**src/rtl/serializer_consts.svh**
```systemverilog
/*
 * Constants for the framed ten-bit serializer: register offsets, field
 * positions, reset values, frame patterns and counts.
 * Assumes inclusion by bare name from the serializer package user files.
 */
`ifndef SERIALIZER_CONSTS_SVH
`define SERIALIZER_CONSTS_SVH

// ----------------------------------------------------------------------
// Frame shape
// ----------------------------------------------------------------------
`define WORD_BITS 10
`define FRAME_BITS 12
`define START_BIT 1'b1
`define STOP_BIT 1'b0
`define SYNC_PATTERN 12'h03F
`define SYNC_HOLD_CYCLES 3'h6
`define BURST_LEN 11'h400
`define LOCK_CYCLES_DEF 2049

// ----------------------------------------------------------------------
// Register map
// ----------------------------------------------------------------------
`define REG_CTRL 8'h00
`define REG_STATUS 8'h04
`define REG_BURST 8'h08
`define CTRL_DRIVE_BIT 0
`define CTRL_RESET 32'h0000_0001
`define RESP_OKAY 2'h0
`define RESP_DECERR 2'h3

`endif

```
**src/rtl/serializer_pkg.sv**
```systemverilog
/*
 * Types for the framed ten-bit serializer.
 * Assumes the constants header is available on the include path.
 */
package serializer_pkg;

   typedef enum logic [1:0] {
      ST_INIT,
      ST_SYNC,
      ST_DATA
   } phase_e;

   typedef enum logic [1:0] {
      SEL_CTRL,
      SEL_STATUS,
      SEL_BURST,
      SEL_NONE
   } reg_sel_e;

   // Status word as software reads it.
   typedef struct packed {
      logic [26:0] pad;
      logic sync_req;
      logic bursting;
      logic drive_on;
      logic [1:0] phase;
   } status_s;

endpackage : serializer_pkg

```
**src/rtl/ten_bit_framed_serializer.sv**
```systemverilog
/*
 * Framed ten-bit serializer with lock, sync burst and data phases, plus
 * an AXI4-Lite register slave.
 * Assumes core_clk is the serial bit clock and that the reference strobe
 * clock is synchronous to it with a period of twelve core_clk cycles.
 */
`timescale 1ns/1ns
`include "serializer_consts.svh"

// Function
// - Frame word with high start, low stop
// - Twelve bits sent per reference period
// - Phases: init, then sync, then data
// - Output off, logic held during reset
// - Lock within 2049 reference cycles
// - Output off while acquiring lock
// - Sync inputs choose sync or data frames
// - Sync pattern: six ones, six zeros
// - Six high cycles start 1024-pattern burst
// - Keep syncing while a request stays high
// - Burst runs to end regardless of toggles
// - Latch word each period when syncs low
// - Edge select picks rising or falling capture
// - Sync during data ignores word inputs
// - Power-down stops lock, output off
// - Power-up reruns lock then sync
// - Enable low or power-down forces off
// - Enable gates drivers only, not timing

module ten_bit_framed_serializer #(
   parameter int LOCK_CYCLES = `LOCK_CYCLES_DEF
) (
   // Clock and reset
   input wire logic core_clk,
   input wire logic rst,
   // Reference strobe and parallel data
   input wire logic reference_strobe_clock,
   input wire logic strobe_edge_select,
   input wire logic [9:0] parallel_word_in,
   // Control pins
   input wire logic sync_req_a,
   input wire logic sync_req_b,
   input wire logic power_down_n,
   input wire logic output_enable,
   // Serial output pair, driven only while enabled
   output logic serial_out_p,
   output logic serial_out_n,
   output logic serial_oe,
   // AXI4-Lite slave
   input wire logic [7:0] s_axi_awaddr,
   input wire logic s_axi_awvalid,
   output logic s_axi_awready,
   input wire logic [31:0] s_axi_wdata,
   input wire logic [3:0] s_axi_wstrb,
   input wire logic s_axi_wvalid,
   output logic s_axi_wready,
   output logic [1:0] s_axi_bresp,
   output logic s_axi_bvalid,
   input wire logic s_axi_bready,
   input wire logic [7:0] s_axi_araddr,
   input wire logic s_axi_arvalid,
   output logic s_axi_arready,
   output logic [31:0] s_axi_rdata,
   output logic [1:0] s_axi_rresp,
   output logic s_axi_rvalid,
   input wire logic s_axi_rready
);

   // -------------------------------------------------------------------
   // Reference edges and reset
   // -------------------------------------------------------------------
   // Power-down acts as a reset of the whole datapath so lock restarts.
   logic hold_rst;
   logic ref_q_r;
   logic ref_rise;
   logic ref_fall;
   logic cap_edge;
   logic sync_or;
   logic frame_load;
   logic trigger;
   logic send_sync;
   logic [11:0] frame_word;
   serializer_pkg::phase_e phase_r;
   logic [11:0] lock_cnt_r;
   logic [2:0] sync_hi_cnt_r;
   logic [10:0] burst_cnt_r;
   logic [9:0] data_latch_r;
   logic [11:0] shift_r;
   logic [31:0] ctrl_r;

   assign hold_rst = rst | ~power_down_n;
   assign sync_or = sync_req_a | sync_req_b;
   assign ref_rise = reference_strobe_clock & ~ref_q_r;
   assign ref_fall = ~reference_strobe_clock & ref_q_r;
   assign cap_edge = strobe_edge_select ? ref_rise : ref_fall;
   assign frame_load = ref_rise && (phase_r != serializer_pkg::ST_INIT);
   assign trigger = frame_load && sync_or && burst_cnt_r == 11'h000
                    && sync_hi_cnt_r == `SYNC_HOLD_CYCLES - 3'h1;
   assign send_sync = (phase_r == serializer_pkg::ST_SYNC) || trigger;
   assign frame_word = send_sync ? `SYNC_PATTERN :
                       {`STOP_BIT, data_latch_r, `START_BIT};

   // Tracking the pin through reset keeps a high level at release from reading as a rise.
   always_ff @(posedge core_clk) begin
      ref_q_r <= reference_strobe_clock;
   end

   // -------------------------------------------------------------------
   // Lock counter and phase sequence
   // -------------------------------------------------------------------
   always_ff @(posedge core_clk) begin
      if (hold_rst) begin
         lock_cnt_r <= 12'h000;
      end else if (phase_r == serializer_pkg::ST_INIT && ref_rise) begin
         lock_cnt_r <= lock_cnt_r + 12'h001;
      end
   end

   always_ff @(posedge core_clk) begin
      if (hold_rst) begin
         phase_r <= serializer_pkg::ST_INIT;
      end else begin
         case (phase_r)
            serializer_pkg::ST_INIT: begin
               if (ref_rise && lock_cnt_r == 12'(LOCK_CYCLES - 1)) begin
                  phase_r <= serializer_pkg::ST_SYNC;
               end
            end
            serializer_pkg::ST_SYNC: begin
               // Leaving needs the burst spent and both requests low.
               if (frame_load && burst_cnt_r <= 11'h001 && !sync_or) begin
                  phase_r <= serializer_pkg::ST_DATA;
               end
            end
            serializer_pkg::ST_DATA: begin
               if (trigger) begin
                  phase_r <= serializer_pkg::ST_SYNC;
               end
            end
            default: begin
               phase_r <= serializer_pkg::ST_INIT;
            end
         endcase
      end
   end

   // -------------------------------------------------------------------
   // Sync request qualification and burst count
   // -------------------------------------------------------------------
   always_ff @(posedge core_clk) begin
      if (hold_rst || !sync_or) begin
         sync_hi_cnt_r <= 3'h0;
      end else if (frame_load && sync_hi_cnt_r != `SYNC_HOLD_CYCLES) begin
         sync_hi_cnt_r <= sync_hi_cnt_r + 3'h1;
      end
   end

   // The pattern sent in the trigger frame is the first of the burst.
   always_ff @(posedge core_clk) begin
      if (hold_rst) begin
         burst_cnt_r <= 11'h000;
      end else if (trigger) begin
         burst_cnt_r <= `BURST_LEN - 11'h001;
      end else if (frame_load && burst_cnt_r != 11'h000) begin
         burst_cnt_r <= burst_cnt_r - 11'h001;
      end
   end

   // -------------------------------------------------------------------
   // Input latch and shifter
   // -------------------------------------------------------------------
   always_ff @(posedge core_clk) begin
      if (hold_rst) begin
         data_latch_r <= 10'h000;
      end else if (cap_edge && !sync_or) begin
         data_latch_r <= parallel_word_in;
      end
   end

   // A slow reference pads the frame with stop-level bits.
   always_ff @(posedge core_clk) begin
      if (hold_rst) begin
         shift_r <= 12'h000;
      end else if (frame_load) begin
         shift_r <= frame_word;
      end else begin
         shift_r <= {1'b0, shift_r[11:1]};
      end
   end

   assign serial_out_p = shift_r[0];
   assign serial_out_n = ~shift_r[0];
   // Enable reaches the drivers combinationally and touches no state.
   assign serial_oe = output_enable && power_down_n && ctrl_r[`CTRL_DRIVE_BIT]
                      && phase_r != serializer_pkg::ST_INIT;

   // -------------------------------------------------------------------
   // AXI4-Lite slave
   // -------------------------------------------------------------------
   function automatic serializer_pkg::reg_sel_e decode(input logic [7:0] addr);
      if (addr == `REG_CTRL) begin
         decode = serializer_pkg::SEL_CTRL;
      end else if (addr == `REG_STATUS) begin
         decode = serializer_pkg::SEL_STATUS;
      end else if (addr == `REG_BURST) begin
         decode = serializer_pkg::SEL_BURST;
      end else begin
         decode = serializer_pkg::SEL_NONE;
      end
   endfunction : decode

   logic aw_held_r;
   logic w_held_r;
   logic [7:0] awaddr_r;
   logic [31:0] wdata_r;
   logic [3:0] wstrb_r;
   logic do_write;
   serializer_pkg::status_s status;

   assign s_axi_awready = !aw_held_r && !s_axi_bvalid;
   assign s_axi_wready = !w_held_r && !s_axi_bvalid;
   assign s_axi_arready = !s_axi_rvalid;
   assign do_write = aw_held_r && w_held_r && !s_axi_bvalid;

   // Fields from the top: pad, sync_req, bursting, drive_on, phase.
   assign status = {27'h000_0000, sync_or, burst_cnt_r != 11'h000, serial_oe, phase_r};

   always_ff @(posedge core_clk) begin
      if (rst) begin
         aw_held_r <= 1'b0;
         w_held_r <= 1'b0;
         awaddr_r <= 8'h00;
         wdata_r <= 32'h0000_0000;
         wstrb_r <= 4'h0;
      end else begin
         if (s_axi_awvalid && s_axi_awready) begin
            aw_held_r <= 1'b1;
            awaddr_r <= s_axi_awaddr;
         end else if (do_write) begin
            aw_held_r <= 1'b0;
         end
         if (s_axi_wvalid && s_axi_wready) begin
            w_held_r <= 1'b1;
            wdata_r <= s_axi_wdata;
            wstrb_r <= s_axi_wstrb;
         end else if (do_write) begin
            w_held_r <= 1'b0;
         end
      end
   end

   always_ff @(posedge core_clk) begin
      if (rst) begin
         ctrl_r <= `CTRL_RESET;
      end else if (do_write && decode(awaddr_r) == serializer_pkg::SEL_CTRL
                   && wstrb_r[0]) begin
         ctrl_r <= {31'h0000_0000, wdata_r[`CTRL_DRIVE_BIT]};
      end
   end

   always_ff @(posedge core_clk) begin
      if (rst) begin
         s_axi_bvalid <= 1'b0;
         s_axi_bresp <= `RESP_OKAY;
      end else if (do_write) begin
         s_axi_bvalid <= 1'b1;
         s_axi_bresp <= decode(awaddr_r) == serializer_pkg::SEL_NONE ?
                        `RESP_DECERR : `RESP_OKAY;
      end else if (s_axi_bready) begin
         s_axi_bvalid <= 1'b0;
      end
   end

   always_ff @(posedge core_clk) begin
      if (rst) begin
         s_axi_rvalid <= 1'b0;
         s_axi_rdata <= 32'h0000_0000;
         s_axi_rresp <= `RESP_OKAY;
      end else if (s_axi_arvalid && s_axi_arready) begin
         s_axi_rvalid <= 1'b1;
         s_axi_rresp <= `RESP_OKAY;
         if (decode(s_axi_araddr) == serializer_pkg::SEL_CTRL) begin
            s_axi_rdata <= ctrl_r;
         end else if (decode(s_axi_araddr) == serializer_pkg::SEL_STATUS) begin
            s_axi_rdata <= status;
         end else if (decode(s_axi_araddr) == serializer_pkg::SEL_BURST) begin
            s_axi_rdata <= {21'h00_0000, burst_cnt_r};
         end else begin
            s_axi_rdata <= 32'h0000_0000;
            s_axi_rresp <= `RESP_DECERR;
         end
      end else if (s_axi_rready) begin
         s_axi_rvalid <= 1'b0;
      end
   end
endmodule : ten_bit_framed_serializer

```
**config.mk**
```make
export PLATFORM = sky130hd
export DESIGN_NAME = ten_bit_framed_serializer
export DESIGN_NICKNAME = d
export VERILOG_FILES = /design/src/rtl/serializer_pkg.sv /design/src/rtl/ten_bit_framed_serializer.sv
export VERILOG_INCLUDE_DIRS = /design/src /design/src/rtl
export SDC_FILE = /design/constraint.sdc
export NUM_CORES = 1
export LEC_CHECK = 0
export BUFFER_PORTS_ARGS = -buffer_cell sky130_fd_sc_hd__buf_2
export CELL_PAD_IN_SITES_DETAIL_PLACEMENT = 1
export CELL_PAD_IN_SITES_GLOBAL_PLACEMENT = 1
export CORE_ASPECT_RATIO = 0.8
export CORE_UTILIZATION = 39
export DETAILED_ROUTE_END_ITERATION = 12
export GPL_TIMING_DRIVEN = 1
export PLACE_DENSITY_LB_ADDON = 0.08
export SLEW_MARGIN = 40
export SYNTH_ARGS = -nofsm -noshare
export SYNTH_HDL_FRONTEND = slang
export SYNTH_SLANG_ARGS = --single-unit
```
**constraint.sdc**
```tcl
create_clock -name core_clk -period 3.75 [get_ports core_clk]
set_input_delay 0.5625 -clock core_clk [delete_from_list [all_inputs] [get_ports core_clk]]
set_output_delay 0.5625 -clock core_clk [all_outputs]
set_load 0.005 [all_outputs]
```
Yosys cells after proc, flatten, opt, wreduce, memory -nomap -nowiden
Cells that the tools add are included.
{ "totals": {"inputBits": 75, "output_inout_bits": 44, "register_bits": 102, "word_cells": 135} }
{ "classes": {"add_sub_neg": 3, "bitwise_logic": 9, "eq_ne": 15, "n_lt_le_gt_ge": 1, "n_reduce_logical": 46, "mux": 41} }
{ "ops": {"columns": ["op", "count"], "rows": [
  ["$mux W11", 5],
  ["$mux W2", 23],
  ["$logic_and A1 B1 Y1", 23],
  ["$mux W10", 2],
  ["$eq A8 B3 Y1 const B", 2],
  ["$eq A8 B4 Y1 const B", 2],
  ["$logic_not A8 Y1", 2],
  ["$add A12 B1 Y12 const B", 1],
  ["$eq A12 B12 Y1 const B", 1],
  ["$reduce_bool A2 Y1", 6],
  ["$le A11 B1 Y1 const B", 1],
  ["$logic_not A11 Y1", 1],
  ["$reduce_bool A11 Y1", 1],
  ["$sub A11 B1 Y11 const B", 1],
  ["$mux W1", 10],
  ["$eq A2 B2 Y1 const B", 3],
  ["$logic_not A2 Y1", 3],
  ["$pmux W2 S3", 1],
  ["$logic_not A1 Y1", 5],
  ["$not A1 Y1", 5],
  ["$eq A2 B1 Y1 const B", 2],
  ["$ne A2 B1 Y1 const B", 2],
  ["$reduce_or A2 Y1", 2],
  ["$add A3 B1 Y3 const B", 1],
  ["other kinds (7)", 10]
]} }

Depth between registers and ports, before layout
Gate-level depths: netlist of run 1.
{ "depth": {"word_depth": 19, "mapped_depth": 6, "depth_no_buf": 6} }

Least setup slack after synthesis of run 1
Ideal clock, no wire load.
{ "synth_path": {"path_kind": "input-to-reg", "start": "input s_axi_araddr[5]", "end": "register s_axi_rdata[3]", "arrival_time_ps": 1790, "slack_ps": 1886, "required_ps": 3676, "cell_stages": 5, "path_cell_list": "nor4_1 and2_1 clkbuf_1 or3b_2 a31oi_1"} }
{ "synth_between": {"elab_chain_cells": 12} }
{ "synth_rtl": {"columns": ["item", "line_no", "source"], "rows": [
  ["start, declared", "ten_bit_framed_serializer.sv:60", "input wire logic [7:0] s_axi_araddr,"],
  ["$eq A8 B4 Y1 (no source line)", null, null],
  ["$mux W1", "ten_bit_framed_serializer.sv:205", "end else if (addr == `REG_BURST) begin"],
  ["$mux W2", "ten_bit_framed_serializer.sv:203", "end else if (addr == `REG_STATUS) begin"],
  ["$mux W2 *", "ten_bit_framed_serializer.sv:201", "if (addr == `REG_CTRL) begin"],
  ["$mux W2", "ten_bit_framed_serializer.sv:284", "end else if (decode(s_axi_araddr) == serializer_pkg::SEL_STATUS) begin"],
  ["$mux W2", "ten_bit_framed_serializer.sv:282", "if (decode(s_axi_araddr) == serializer_pkg::SEL_CTRL) begin"],
  ["$mux W2", "ten_bit_framed_serializer.sv:279", "end else if (s_axi_arvalid && s_axi_arready) begin"],
  ["$mux W2", "ten_bit_framed_serializer.sv:275", "if (rst) begin"],
  ["$eq A2 B2 Y1", "ten_bit_framed_serializer.sv:286", "end else if (decode(s_axi_araddr) == serializer_pkg::SEL_BURST) begin"],
  ["$mux W11", "ten_bit_framed_serializer.sv:286", null],
  ["$mux W11", "ten_bit_framed_serializer.sv:284", null],
  ["$mux W11 *", "ten_bit_framed_serializer.sv:282", null],
  ["end signal, assigned", "ten_bit_framed_serializer.sv:283", "s_axi_rdata <= ctrl_r;"],
  ["end signal, assigned", "ten_bit_framed_serializer.sv:285", "s_axi_rdata <= status;"],
  ["end signal, assigned", "ten_bit_framed_serializer.sv:287", "s_axi_rdata <= {21'h00_0000, burst_cnt_r};"],
  ["end, declared", "ten_bit_framed_serializer.sv:63", "output logic [31:0] s_axi_rdata,"]
]} }
Mark *: on every way between the ends. The rest lies on a longest branch, timed or not. The select of a mux whose other input is x is not followed.
A chain may end at the register's enable or synchronous reset.

Worst setup path in the final report of run 1
{ "layout_path": {"start": "register burst_cnt_r[0]", "end": "register burst_cnt_r[5]"} }
{ "layout_between": {"elab_chain_cells": 4} }
{ "layout_rtl": {"columns": ["item", "line_no", "source"], "rows": [
  ["start, declared", "ten_bit_framed_serializer.sv:86", "logic [10:0] burst_cnt_r;"],
  ["start signal, assigned", "ten_bit_framed_serializer.sv:163", "burst_cnt_r <= `BURST_LEN - 11'h001;"],
  ["start signal, assigned", "ten_bit_framed_serializer.sv:165", "burst_cnt_r <= burst_cnt_r - 11'h001;"],
  ["branches (longest 4 deep; another with $sub A11 B1 Y11)", null, null]
]} }
Several ways; the timed one is not identified. The select of a mux whose other input is x is not followed.

==> results of run 1 <==
[critical path, stage by stage (launching register included)]
cell                      delay, ns
sky130_fd_sc_hd__dfxtp_1       0.39
sky130_fd_sc_hd__inv_1         0.09
sky130_fd_sc_hd__ha_1          0.18
sky130_fd_sc_hd__nor3b_1       0.55
sky130_fd_sc_hd__nand4_1       0.34
sky130_fd_sc_hd__or3_1         0.55
sky130_fd_sc_hd__a31oi_1       0.18
[sequential cells by signal (all words and copies together), names as in the netlist, 2 cells and up]
name	flops
sync_hi_cnt_r	3
burst_cnt_r	11
s_axi_rdata	11
lock_cnt_r	12
awaddr_r	8
phase_r	2
shift_r	11
data_latch_r	10
[metal layers]
layer,track usage (%),vias to the layer above,routed length [um]
met4,7.76,0,103
met3,4.39,11,403
met5,0,-,0
met2,33.6,71,4310
li1,-,1565,-
met1,25.2,1514,4200
[cell usage after synthesis (all sizes together), types with 3 or more instances]
| master | count |
|---|---|
| a211o | 3 |
| a211oi | 5 |
| a21oi | 33 |
| a22oi | 6 |
| a31oi | 4 |
| a32oi | 4 |
| and2 | 5 |
| buf | 26 |
| clkbuf | 13 |
| dfxtp | 78 |
| ha | 7 |
| inv | 15 |
| mux2i | 12 |
| nand2 | 35 |
| nand2b | 6 |
| nand3 | 14 |
| nand4 | 13 |
| nor2 | 54 |
| nor2b | 4 |
| nor3 | 7 |
| nor3b | 4 |
| nor4 | 7 |
| o21ai | 13 |
| o221a | 5 |
| o2bb2ai | 3 |
| or3 | 10 |
| or3b | 3 |
| xnor2 | 3 |
| xor2 | 4 |
[worst paths after layout]
kind                                from  slack [ns]  cells past startpoint              to
setup / recovery          burst_cnt_r[0]        1.38                      6  burst_cnt_r[5]
hold / removal    reference_strobe_clock        0.39                      1         ref_q_r
setup reg to reg          burst_cnt_r[0]        1.38                      6  burst_cnt_r[5]
hold reg to reg          data_latch_r[9]        0.44                      2     shift_r[10]
[power groups by stage]
stage | combinational [mW] | clock [mW] | sequential (mW)
after detailed placement | 0.113 | 0 | 0.872
after global placement | 0.110 | 0 | 0.871
after floorplan | 0.0833 | 0 | 0.869
after CTS | 0.114 | 0.967 | 0.853
final | 0.113 | 0.942 | 0.854
after global routing | 0.128 | 0.996 | 0.855
[metrics by stage]
stage / utilization (%) / power [mW] / instance area [sq um]
finish: 48.6 / 1.91 / 4240
global route: 48.6 / 1.98 / 4240
CTS: 48.6 / 1.93 / 4230
detailed placement: 44.9 / 0.985 / 3910
global placement: 44.9 / 0.981 / 3910
floorplan: - / 0.953 / 3660
[final cells by class]
| type | instances | area share [%] |
|---|---|---|
| Timing Repair Buffer | 66 | 7.98 |
| Sequential cell | 78 | 36.9 |
| Multi-Input combinational cell | 306 | 42.8 |
| Inverter | 15 | 1.33 |
| Clock inverter | 5 | 1.95 |
| Tap cell | 112 | 3.31 |
| Clock buffer | 11 | 5.73 |
[cells by family after synthesis]
logic type,after synthesis
AOI/OAI and AO/OA,88
xor gates and xnor gates,7
muxes,12
adders and majority gates,7
other,1
buffers and inverters,54
and+or+nand+nor,171
DFF,78
==> flow_metrics.py, run 1 <==
metrics = {
    "timing": {
        "rsz0062_at_grt": "no",
        "tns_ns": 0,
        "final-hold-violation-count": 0,
        "max_slew_margin_pct": 49.3,
        "timing.hold.ws_ns": 0.392,
        "clock_skew_ns": 0.00512,
        "setup_ws_ns": 1.38,
        "worst-slew-pin-transition_ns": 0.761,
        "report.final.setup_viol": 0,
        "report.final.slew_viol_count": 0,
        "finalCritPeriodShare_pct": 63.2,
        "period_needed_ns": 2.37,
        "timing.fmax_mhz": 422,
    },
    "critical_path": {
        "arrival_ns": 2.62,
        "worst_setup_path_start_kind": "flip-flop",
        "critical_path_required_ns": 4.00,
        "timing.setup.critical_path_class": "flip-flop to flip-flop",
        "setup.worst_path.end_class": "flip-flop",
        "path_max_fanout": 8,
    },
    "finish": {
        "layout.cells.non_filler": 593,
        "drive_gt1_share_pct": 19.8,
        "register_area_sq_um": 1560,
        "insertedDiodeCount": 0,
        "layout_commonest_cell": "sky130_fd_sc_hd__dfxtp_1",
        "flow.area_growth_from_synthesis_pct": 18.0,
        "layout.cells.most_common_list": "78 x sky130_fd_sc_hd__dfxtp_1, 63 x sky130_fd_sc_hd__buf_2, 53 x sky130_fd_sc_hd__nor2_1",
        "nNetsFinal": 558,
        "multi_input_area_sq_um": 1810,
        "n_fill_cell": 1084,
    },
    "power_and_ir_drop": {
        "power_frac_comb_pct": 5.9,
        "switching_share_pct": 21.9,
        "internal_power_mw": 1.49,
        "p_seq_share_pct": 44.7,
        "clockPowerShare_pct": 49.4,
        "worst_ir_drop_vdd_v": 0.000242,
        "p_leak_nw": 1.70,
        "power-per-cell-area_nw_per_um2": 451,
        "p_sw_mw": 0.419,
    },
    "synthesis": {
        "yosysTopAreaCell": "sky130_fd_sc_hd__dfxtp_1",
        "synth_area_sq_um": 3590,
        "dominantRegCellSynth": "sky130_fd_sc_hd__dfxtp_1",
        "postSynthCellCount": 418,
        "postSynth.asyncResetShare_pct": 0,
        "yosysSeqAreaShare_pct": 43.5,
        "top_area_cell_type_share_of_the_netlist_area_pct": 43.5,
        "synth_simple_gate_area_share_pct": 24.4,
        "synth_compound_area_share_pct": 16.4,
        "post_synth_xor_area_fraction_pct": 1.71,
        "post_synth_mux_area_share_pct": 3.35,
        "yosys.area_share.adder_pct": 2.44,
        "mean_syn_cell_area_sq_um": 8.58,
        "netlist-cell-type-count": 52,
        "yosys-top-cells-area": "sky130_fd_sc_hd__dfxtp_1 44%, sky130_fd_sc_hd__nor2_1 5.6%, sky130_fd_sc_hd__buf_4 4.8%, sky130_fd_sc_hd__a21oi_1 4.6%, sky130_fd_sc_hd__nand2_1 3.7%",
        "ys_ff_latch": 78,
        "synth_top_family_by_area": "simple AND/OR/NAND/NOR gates",
        "ys.warnings.count": 0,
        "synth_edf_count": 0,
    },
    "global_route": {
        "via_count_of_the_first_global_routing_pass": 3089,
        "grt_antenna_before_repair": 0,
        "globalRouteTotalUtil_pct": 20.0,
        "grt_max_degree": 31,
        "grt_first_pass_wirelength_um": 14800,
        "globalRouteOverflowTotal": 0,
    },
    "routing": {
        "final_routed_drc_violation_total": 0,
        "drt_pre_antenna_iters": 4,
        "count_of_vias_placed_by_the_detailed_router": 3161,
        "via_per_inst": 5.33,
        "average_wire_length_per_cell_after_detail_routing_um": 15.2,
        "wl_um": 9020,
        "drtAntennaViolNets": 0,
        "drt_iter0_markers": 121,
    },
    "placement": {
        "dpl.cell_count": 577,
        "globalplace.congestion": 0.815,
        "portBuffers": 63,
        "detailed_place_hpwl_um": 6580,
        "detailedPlace.worstSlack_ns": 1.41,
    },
    "floorplanning": {
        "core_area_sq_um": 8710,
        "count_of_standard_cell_rows": 30,
        "die_y_um": 87.8,
        "boundaryPins": 119,
        "die-width_um": 109,
        "initial_core_util_pct": 41.2,
        "fp.dieArea_sq_um": 9590,
    },
    "clock_network": {
        "clk-insertion-delay-late_ns": 0.34,
        "h-tree-depth": 3,
        "post_cts_buffers": 0,
        "clock_tree.root_cell": "sky130_fd_sc_hd__clkbuf_16",
        "clock_sink_count": 78,
        "tritoncts": "built",
        "hold_buffers": 0,
        "post_cts.resized_instances": 0,
        "clk_pin_slew_worst_paths_ns": 0.06,
        "cts_buffers": 9,
        "maximum_number_of_buffers_from_clock_root_to_sink": 2,
    },
    "run_status": {
        "run_status": "finished clean",
    },
    "worst_hold_path": {
        "worstHoldPathType": "primary input to flip-flop",
    },
    "run": {
        "max_cap_violations": 0,
    },
}
Note: power is estimated with default switching activity, not from simulation.
==> run 2: changes to the inputs <==
- ABC_AREA: unset -> 1
- CORE_UTILIZATION: 39 -> 36
- clock period: 3.75 -> 2.3 ns (I/O delays scaled with it)
==> flow_metrics.py, run 2 <==
metrics = {
    "timing": {
        "period_needed_ns": 1.89,
        "tns_ns": 0,
        "max_slew_margin_pct": 63.9,
        "timing.fmax_mhz": 529,
        "worst-slew-pin-transition_ns": 0.540,
        "final-hold-violation-count": 0,
        "rsz0062_at_grt": "no",
        "finalCritPeriodShare_pct": 82.2,
        "clock_skew_ns": 0.00366,
        "report.final.setup_viol": 0,
        "report.final.slew_viol_count": 0,
        "timing.hold.ws_ns": 0.143,
    },
    "power_and_ir_drop": {
        "p_sw_mw": 0.701,
        "total_power_mw": 2.89,
        "power-per-cell-area_nw_per_um2": 654,
        "worst_ir_drop_vdd_v": 0.000397,
        "p_seq_share_pct": 48.8,
        "switching_share_pct": 24.3,
        "p_leak_nw": 2.00,
        "clockPowerShare_pct": 43.8,
        "internal_power_mw": 2.19,
        "power_frac_comb_pct": 7.4,
    },
    "synthesis": {
        "mean_syn_cell_area_sq_um": 7.09,
        "yosys.cell_count.top_type": "sky130_fd_sc_hd__nand2_1",
        "yosys-top-cells-area": "sky130_fd_sc_hd__dfxtp_1 41%, sky130_fd_sc_hd__nand2_1 9.7%, sky130_fd_sc_hd__nor2_1 9.4%, sky130_fd_sc_hd__a21oi_1 6.3%, sky130_fd_sc_hd__o21ai_0 5.8%",
        "ys_ff_latch": 78,
        "yosysTopAreaCell": "sky130_fd_sc_hd__dfxtp_1",
        "synth_commonest_cells": "98 x sky130_fd_sc_hd__nand2_1, 95 x sky130_fd_sc_hd__nor2_1, 78 x sky130_fd_sc_hd__dfxtp_1",
        "ys.warnings.count": 0,
        "postSynthCellCount": 534,
        "synth_area_sq_um": 3790,
        "synth_edf_count": 0,
        "postSynth.asyncResetShare_pct": 0,
        "dominantRegCellSynth": "sky130_fd_sc_hd__dfxtp_1",
        "netlist-cell-type-count": 33,
        "yosysSeqAreaShare_pct": 41.2,
        "top_area_cell_type_share_of_the_netlist_area_pct": 41.2,
    },
    "clock_network": {
        "clock_tree.root_cell": "sky130_fd_sc_hd__clkbuf_16",
        "post_cts.resized_instances": 0,
        "cts_buffers": 9,
        "tritoncts": "built",
        "clock_sink_count": 78,
        "post_cts_buffers": 0,
        "hold_buffers": 0,
        "maximum_number_of_buffers_from_clock_root_to_sink": 2,
        "h-tree-depth": 3,
        "clk-insertion-delay-late_ns": 0.34,
        "clk_pin_slew_worst_paths_ns": 0.06,
    },
    "routing": {
        "average_wire_length_per_cell_after_detail_routing_um": 12.9,
        "wl_um": 9560,
        "count_of_vias_placed_by_the_detailed_router": 3466,
        "final_routed_drc_violation_total": 0,
        "drt_iter0_markers": 146,
        "drtAntennaViolNets": 0,
        "drt_pre_antenna_iters": 4,
        "via_per_inst": 4.67,
    },
    "floorplanning": {
        "boundaryPins": 119,
        "fp.dieArea_sq_um": 10900,
        "initial_core_util_pct": 37.0,
        "die_y_um": 93.7,
        "count_of_standard_cell_rows": 33,
        "core_area_sq_um": 10200,
        "die-width_um": 117,
    },
    "finish": {
        "fin_area_sq_um": 4420,
        "flow.area_growth_from_synthesis_pct": 16.8,
        "drive_gt1_share_pct": 17.1,
        "largest_register_ffs": 12,
        "n_fill_cell": 1359,
        "insertedDiodeCount": 0,
        "layout.cells.non_filler": 742,
        "multi_input_area_sq_um": 1860,
        "layout_commonest_cell": "sky130_fd_sc_hd__nand2_1",
        "register_area_sq_um": 1560,
        "layout.cells.most_common_list": "98 x sky130_fd_sc_hd__nand2_1, 95 x sky130_fd_sc_hd__nor2_1, 78 x sky130_fd_sc_hd__dfxtp_1",
        "largest-register": "lock_cnt_r",
        "nNetsFinal": 680,
    },
    "global_route": {
        "grt_max_degree": 32,
        "globalRouteTotalUtil_pct": 18.8,
        "globalRouteOverflowTotal": 0,
        "via_count_of_the_first_global_routing_pass": 3387,
        "grt_antenna_before_repair": 0,
        "grt_first_pass_wirelength_um": 15800,
    },
    "critical_path": {
        "timing.rr.start": "burst_cnt_r[0]",
        "critical_path.n_buffers_inverters": 2,
        "reg2regPathDepth": 10,
        "path_max_fanout": 10,
        "timing.setup.critical_path_class": "flip-flop to flip-flop",
        "r2r_end": "shift_r[1]",
        "r2r_setup_slack_ns": 0.41,
        "worst_setup_path_start_kind": "flip-flop",
        "startpoint": "burst_cnt_r[0]",
        "crit_chain": "inv_1 -> ha_1 -> nand2_2 -> nor2_4 -> nand2_4 -> nor2_2 -> nor2_2 -> nand2_1 -> o211ai_1 -> inv_1",
        "critical_path.top_delay_family": "simple AND/OR/NAND/NOR gates",
        "critical_path_cell_with_the_highest_stage_delay": "sky130_fd_sc_hd__nor2_2",
        "arrival_ns": 2.12,
        "crit_path_cell_count": 10,
        "critical_path_required_ns": 2.53,
        "critical_path.endpoint": "shift_r[1]",
        "critical-path-max-stage-delay_ns": 0.37,
        "setup.worst_path.end_class": "flip-flop",
    },
    "run_status": {
        "run_status": "finished clean",
    },
    "placement": {
        "portBuffers": 63,
        "detailed_place_hpwl_um": 7090,
        "globalplace.congestion": 0.786,
        "total_cell_area_at_the_placement_stage_sq_um": 4170,
        "dpl.cell_count": 727,
    },
    "run": {
        "max_cap_violations": 0,
    },
    "worst_hold_path": {
        "worstHoldPathType": "primary input to flip-flop",
    },
}
run 2: changes by cell type in the layout (fill, tap and decap cells not counted), moves of 6 or more:
cell	previous run	this run
sky130_fd_sc_hd__a22oi_1	6	0
sky130_fd_sc_hd__nand2_1	35	98
sky130_fd_sc_hd__nand2b_1	6	0
sky130_fd_sc_hd__inv_1	15	56
sky130_fd_sc_hd__nor2_1	53	95
sky130_fd_sc_hd__mux2i_1	12	0
sky130_fd_sc_hd__or3_1	10	0
sky130_fd_sc_hd__nor4_1	6	0
sky130_fd_sc_hd__a21oi_1	33	48
sky130_fd_sc_hd__o21ai_0	12	44
run 2: kinds of logic after synthesis:
| logic type | Yosys count | synth area share (%) |
|---|---|---|
| AOI/OAI and AO/OA | 102 | 14.1 |
| and+or+nand+nor | 248 | 29.5 |
| adders and majority gates | 7 | 2.31 |
| xor gates and xnor gates | 5 | 1.16 |
| other | 1 | 0.0990 |
| DFF | 78 | 41.2 |
| buffers and inverters | 93 | 11.6 |
run 2: layout make-up:
class	count	area share, %
multi-input cells	383	42.1
flip-flops and latches	78	35.3
inverters	59	5.03
clock buffers	11	5.26
well taps	140	3.96
clock inverters	4	0.566
repair buffers	67	7.81
run 2: how the worst min path moves through the flow:
stage                                 from     endpoint  cells after the start
detailed placement         data_latch_r[9]  shift_r[10]                      2
floorplan           reference_strobe_clock      ref_q_r                      0
finish              reference_strobe_clock      ref_q_r                      1
CTS                 reference_strobe_clock      ref_q_r                      1
global route        reference_strobe_clock      ref_q_r                      1
global placement           data_latch_r[9]  shift_r[10]                      2
run 2: per-stage QoR:
stage / utilization, % / setup slack [ns]
6_report: 43.2 / 0.409
5_1_grt: 43.2 / 0.249
4_1_cts: 43.2 / 0.398
3_5_place_dp: 40.7 / 0.402
3_3_place_gp: 40.7 / 0.493
2_1_floorplan: - / 0.798
run 2: per-layer routing:
layer  track usage (%)  share of wire (%)
met1              24.3                 49
met2              30.2                 45
met3              4.58                4.2
met4              6.75                1.8
met5                 0                  0
run 2: power groups by stage:
stage | Sequential [mW] | Clock (mW) | Combinational [mW]
2_1_floorplan | 1.44 | 0 | 0.152
3_3_place_gp | 1.44 | 0 | 0.209
3_5_place_dp | 1.44 | 0 | 0.216
4_1_cts | 1.41 | 1.31 | 0.217
5_1_grt | 1.42 | 1.37 | 0.252
6_report | 1.41 | 1.27 | 0.214
run 2: worst reg2reg max path: stages, from the launching register on:
cell                       delay, ns
sky130_fd_sc_hd__dfxtp_1        0.36
sky130_fd_sc_hd__inv_1          0.14
sky130_fd_sc_hd__ha_1           0.29
sky130_fd_sc_hd__nand2_2        0.13
sky130_fd_sc_hd__nor2_4         0.07
sky130_fd_sc_hd__nand2_4        0.10
sky130_fd_sc_hd__nor2_2         0.07
sky130_fd_sc_hd__nor2_2         0.37
sky130_fd_sc_hd__nand2_1        0.10
sky130_fd_sc_hd__o211ai_1       0.10
sky130_fd_sc_hd__inv_1          0.06
==> run 3: changes to the inputs <==
- ABC_AREA: 1 -> 0
- CORE_UTILIZATION: 36 -> 33
- clock period: 2.3 -> 1.7 ns (I/O delays scaled with it)
==> flow_metrics.py, run 3 (synthesis gave the netlist of run 1 again) <==
metrics = {
    "run_status": {
        "run_status": "finished, violations left",
        "failed_checks": "negative setup slack",
    },
    "routing": {
        "average_wire_length_per_cell_after_detail_routing_um": 14.7,
        "drt_iter0_markers": 213,
        "count_of_vias_placed_by_the_detailed_router": 3299,
        "drt_pre_antenna_iters": 4,
        "routedLengthMet1_um": 4990,
        "wl_um": 9760,
        "final_routed_drc_violation_total": 0,
        "route.top_layer_used": "met4",
        "met3WireLength_um": 410,
        "drtAntennaViolNets": 0,
        "via_per_inst": 4.95,
        "detailroute.wirelength.met2_um": 4260,
    },
    "worst_hold_path": {
        "timing.hold.worst_endpoint": "ref_q_r",
        "hold-path-cell-count": 1,
        "origin_of_the_worst_min_delay_path": "reference_strobe_clock",
        "worstHoldPathType": "primary input to flip-flop",
    },
    "placement": {
        "detailed_place_hpwl_um": 7320,
        "dpl.cell_count": 649,
        "portBuffers": 63,
        "globalplace.congestion": 0.750,
    },
    "floorplanning": {
        "fp.dieArea_sq_um": 11300,
        "boundaryPins": 119,
        "initial_core_util_pct": 34.5,
        "count_of_standard_cell_rows": 33,
        "die-width_um": 119,
        "die_y_um": 95.3,
        "core_area_sq_um": 10400,
    },
    "clock_network": {
        "clock_tree.root_cell": "sky130_fd_sc_hd__clkbuf_16",
        "clk-insertion-delay-late_ns": 0.34,
        "cts_buffers": 9,
        "clk_pin_slew_worst_paths_ns": 0.06,
        "clock_sink_count": 78,
        "maximum_number_of_buffers_from_clock_root_to_sink": 2,
        "tritoncts": "built",
        "h-tree-depth": 3,
    },
    "timing": {
        "finalCritPeriodShare_pct": 101,
        "report.final.setup_viol": 1,
        "tns_ns": -0.0190,
        "report.final.slew_viol_count": 0,
        "max_slew_margin_pct": 66.7,
        "worst-slew-pin-transition_ns": 0.496,
        "final-hold-violation-count": 0,
        "clock_skew_ns": 0.00479,
        "timing.fmax_mhz": 582,
        "period_needed_ns": 1.72,
        "rsz0062_at_grt": "yes",
        "setup_ws_ns": -0.0190,
    },
    "finish": {
        "nNetsFinal": 603,
        "layout.cells.most_common_list": "71 x sky130_fd_sc_hd__dfxtp_1, 63 x sky130_fd_sc_hd__buf_2, 53 x sky130_fd_sc_hd__nor2_1",
        "largest_register_ffs": 12,
        "layout.cells.non_filler": 666,
        "n_fill_cell": 1277,
        "finish.utilization_pct": 45.2,
        "flow.area_growth_from_synthesis_pct": 31.1,
        "insertedDiodeCount": 0,
        "drive_gt1_share_pct": 30.4,
        "largest-register": "lock_cnt_r",
        "layout_commonest_cell": "sky130_fd_sc_hd__dfxtp_1",
    },
    "power_and_ir_drop": {
        "worst_ir_drop_vdd_v": 0.000416,
        "p_leak_nw": 1.95,
        "total_power_mw": 4.21,
        "power-per-cell-area_nw_per_um2": 895,
    },
    "critical_path": {
        "timing.rr.start": "burst_cnt_r[4]",
        "timing.setup.critical_path_class": "flip-flop to flip-flop",
        "arrival_ns": 1.98,
        "worst_setup_path_start_kind": "flip-flop",
        "r2r_setup_slack_ns": -0.02,
        "setup.worst_path.end_class": "flip-flop",
        "path_max_fanout": 4,
        "critical_path_required_ns": 1.97,
        "r2r_end": "burst_cnt_r[9]",
        "reg2regPathDepth": 4,
    },
    "global_route": {
        "grt_max_degree": 38,
        "grt_antenna_before_repair": 0,
        "grt_first_pass_wirelength_um": 16000,
        "globalRouteTotalUtil_pct": 18.3,
        "globalRouteOverflowTotal": 0,
        "via_count_of_the_first_global_routing_pass": 3211,
    },
    "run": {
        "max_cap_violations": 0,
    },
}
==> run 3: changes by cell type in the layout (fill, tap and decap cells not counted), sizes merged, moves of 15 or more <==
cell	change
a21oi	-15
inv	-43
nor2	-49
nand2	-69
buf	+44
o21ai	-32
==> run 3: power by group <==
part	internal, mW	total, mW	switching, mW
sequential	1.86	1.88	0.0228
combinational	0.123	0.284	0.161
clock	1.29	2.04	0.751
total	3.28	4.21	0.934
==> run 3: critical path, stage by stage, from the launching register on <==
cell                      delay, ns
sky130_fd_sc_hd__dfxtp_2       0.35
sky130_fd_sc_hd__or4_4         0.56
sky130_fd_sc_hd__a311o_1       0.30
sky130_fd_sc_hd__or3_1         0.31
sky130_fd_sc_hd__a31oi_1       0.13
==> run 3: worst max path at each step <==
stage              startpoint               to  slack [ns]  cells past startpoint
3_5_place_dp   burst_cnt_r[1]   burst_cnt_r[1]        -0.1                      7
4_1_cts        burst_cnt_r[4]   burst_cnt_r[9]      -0.006                      4
2_1_floorplan  burst_cnt_r[4]   burst_cnt_r[9]        0.04                      4
6_report       burst_cnt_r[4]   burst_cnt_r[9]       -0.02                      4
3_3_place_gp   burst_cnt_r[1]   burst_cnt_r[9]       -0.07                      6
5_1_grt        burst_cnt_r[0]  burst_cnt_r[10]       -0.08                      7
==> run 3: routing by layer <==
| metal | up-vias | global-route usage, % |
|---|---|---|
| met3 | 10 | 4.55 |
| met5 | - | 0 |
| met2 | 66 | 28.3 |
| met4 | 0 | 5.80 |
| li1 | 1659 | - |
| met1 | 1564 | 24.9 |
==> run 3: cell type report <==
type / count / area (sq um) / area share (%)
repair buffers: 111 / 692 / 14.7
multi-input cells: 306 / 1890 / 40.2
flip-flops and latches: 78 / 1570 / 33.4
inverters: 15 / 56.3 / 1.20
well taps: 140 / 175 / 3.72
clock buffers: 13 / 280 / 5.96
clock inverters: 3 / 40.0 / 0.851
==> run 3: repair_timing <==
item	CTS	global route
hold endpoints to repair	0	0
hold buffers	0	0
endpoints found under the setup margin	15	22
setup buffers	1	0
gates resized for setup	10	14
pin swaps	5	11
==> run 3: metrics by stage <==
stage	hold WS [ns]	cell area, sq um	worst slack, ns
final	0.0889	4700	-0.0190
after global routing	0.0771	4700	-0.0830
after CTS	0.0761	4670	-0.00581
after detailed placement	0.431	4300	-0.0951
after global placement	0.424	4300	-0.0722
after floorplan	0.283	3670	0.0447
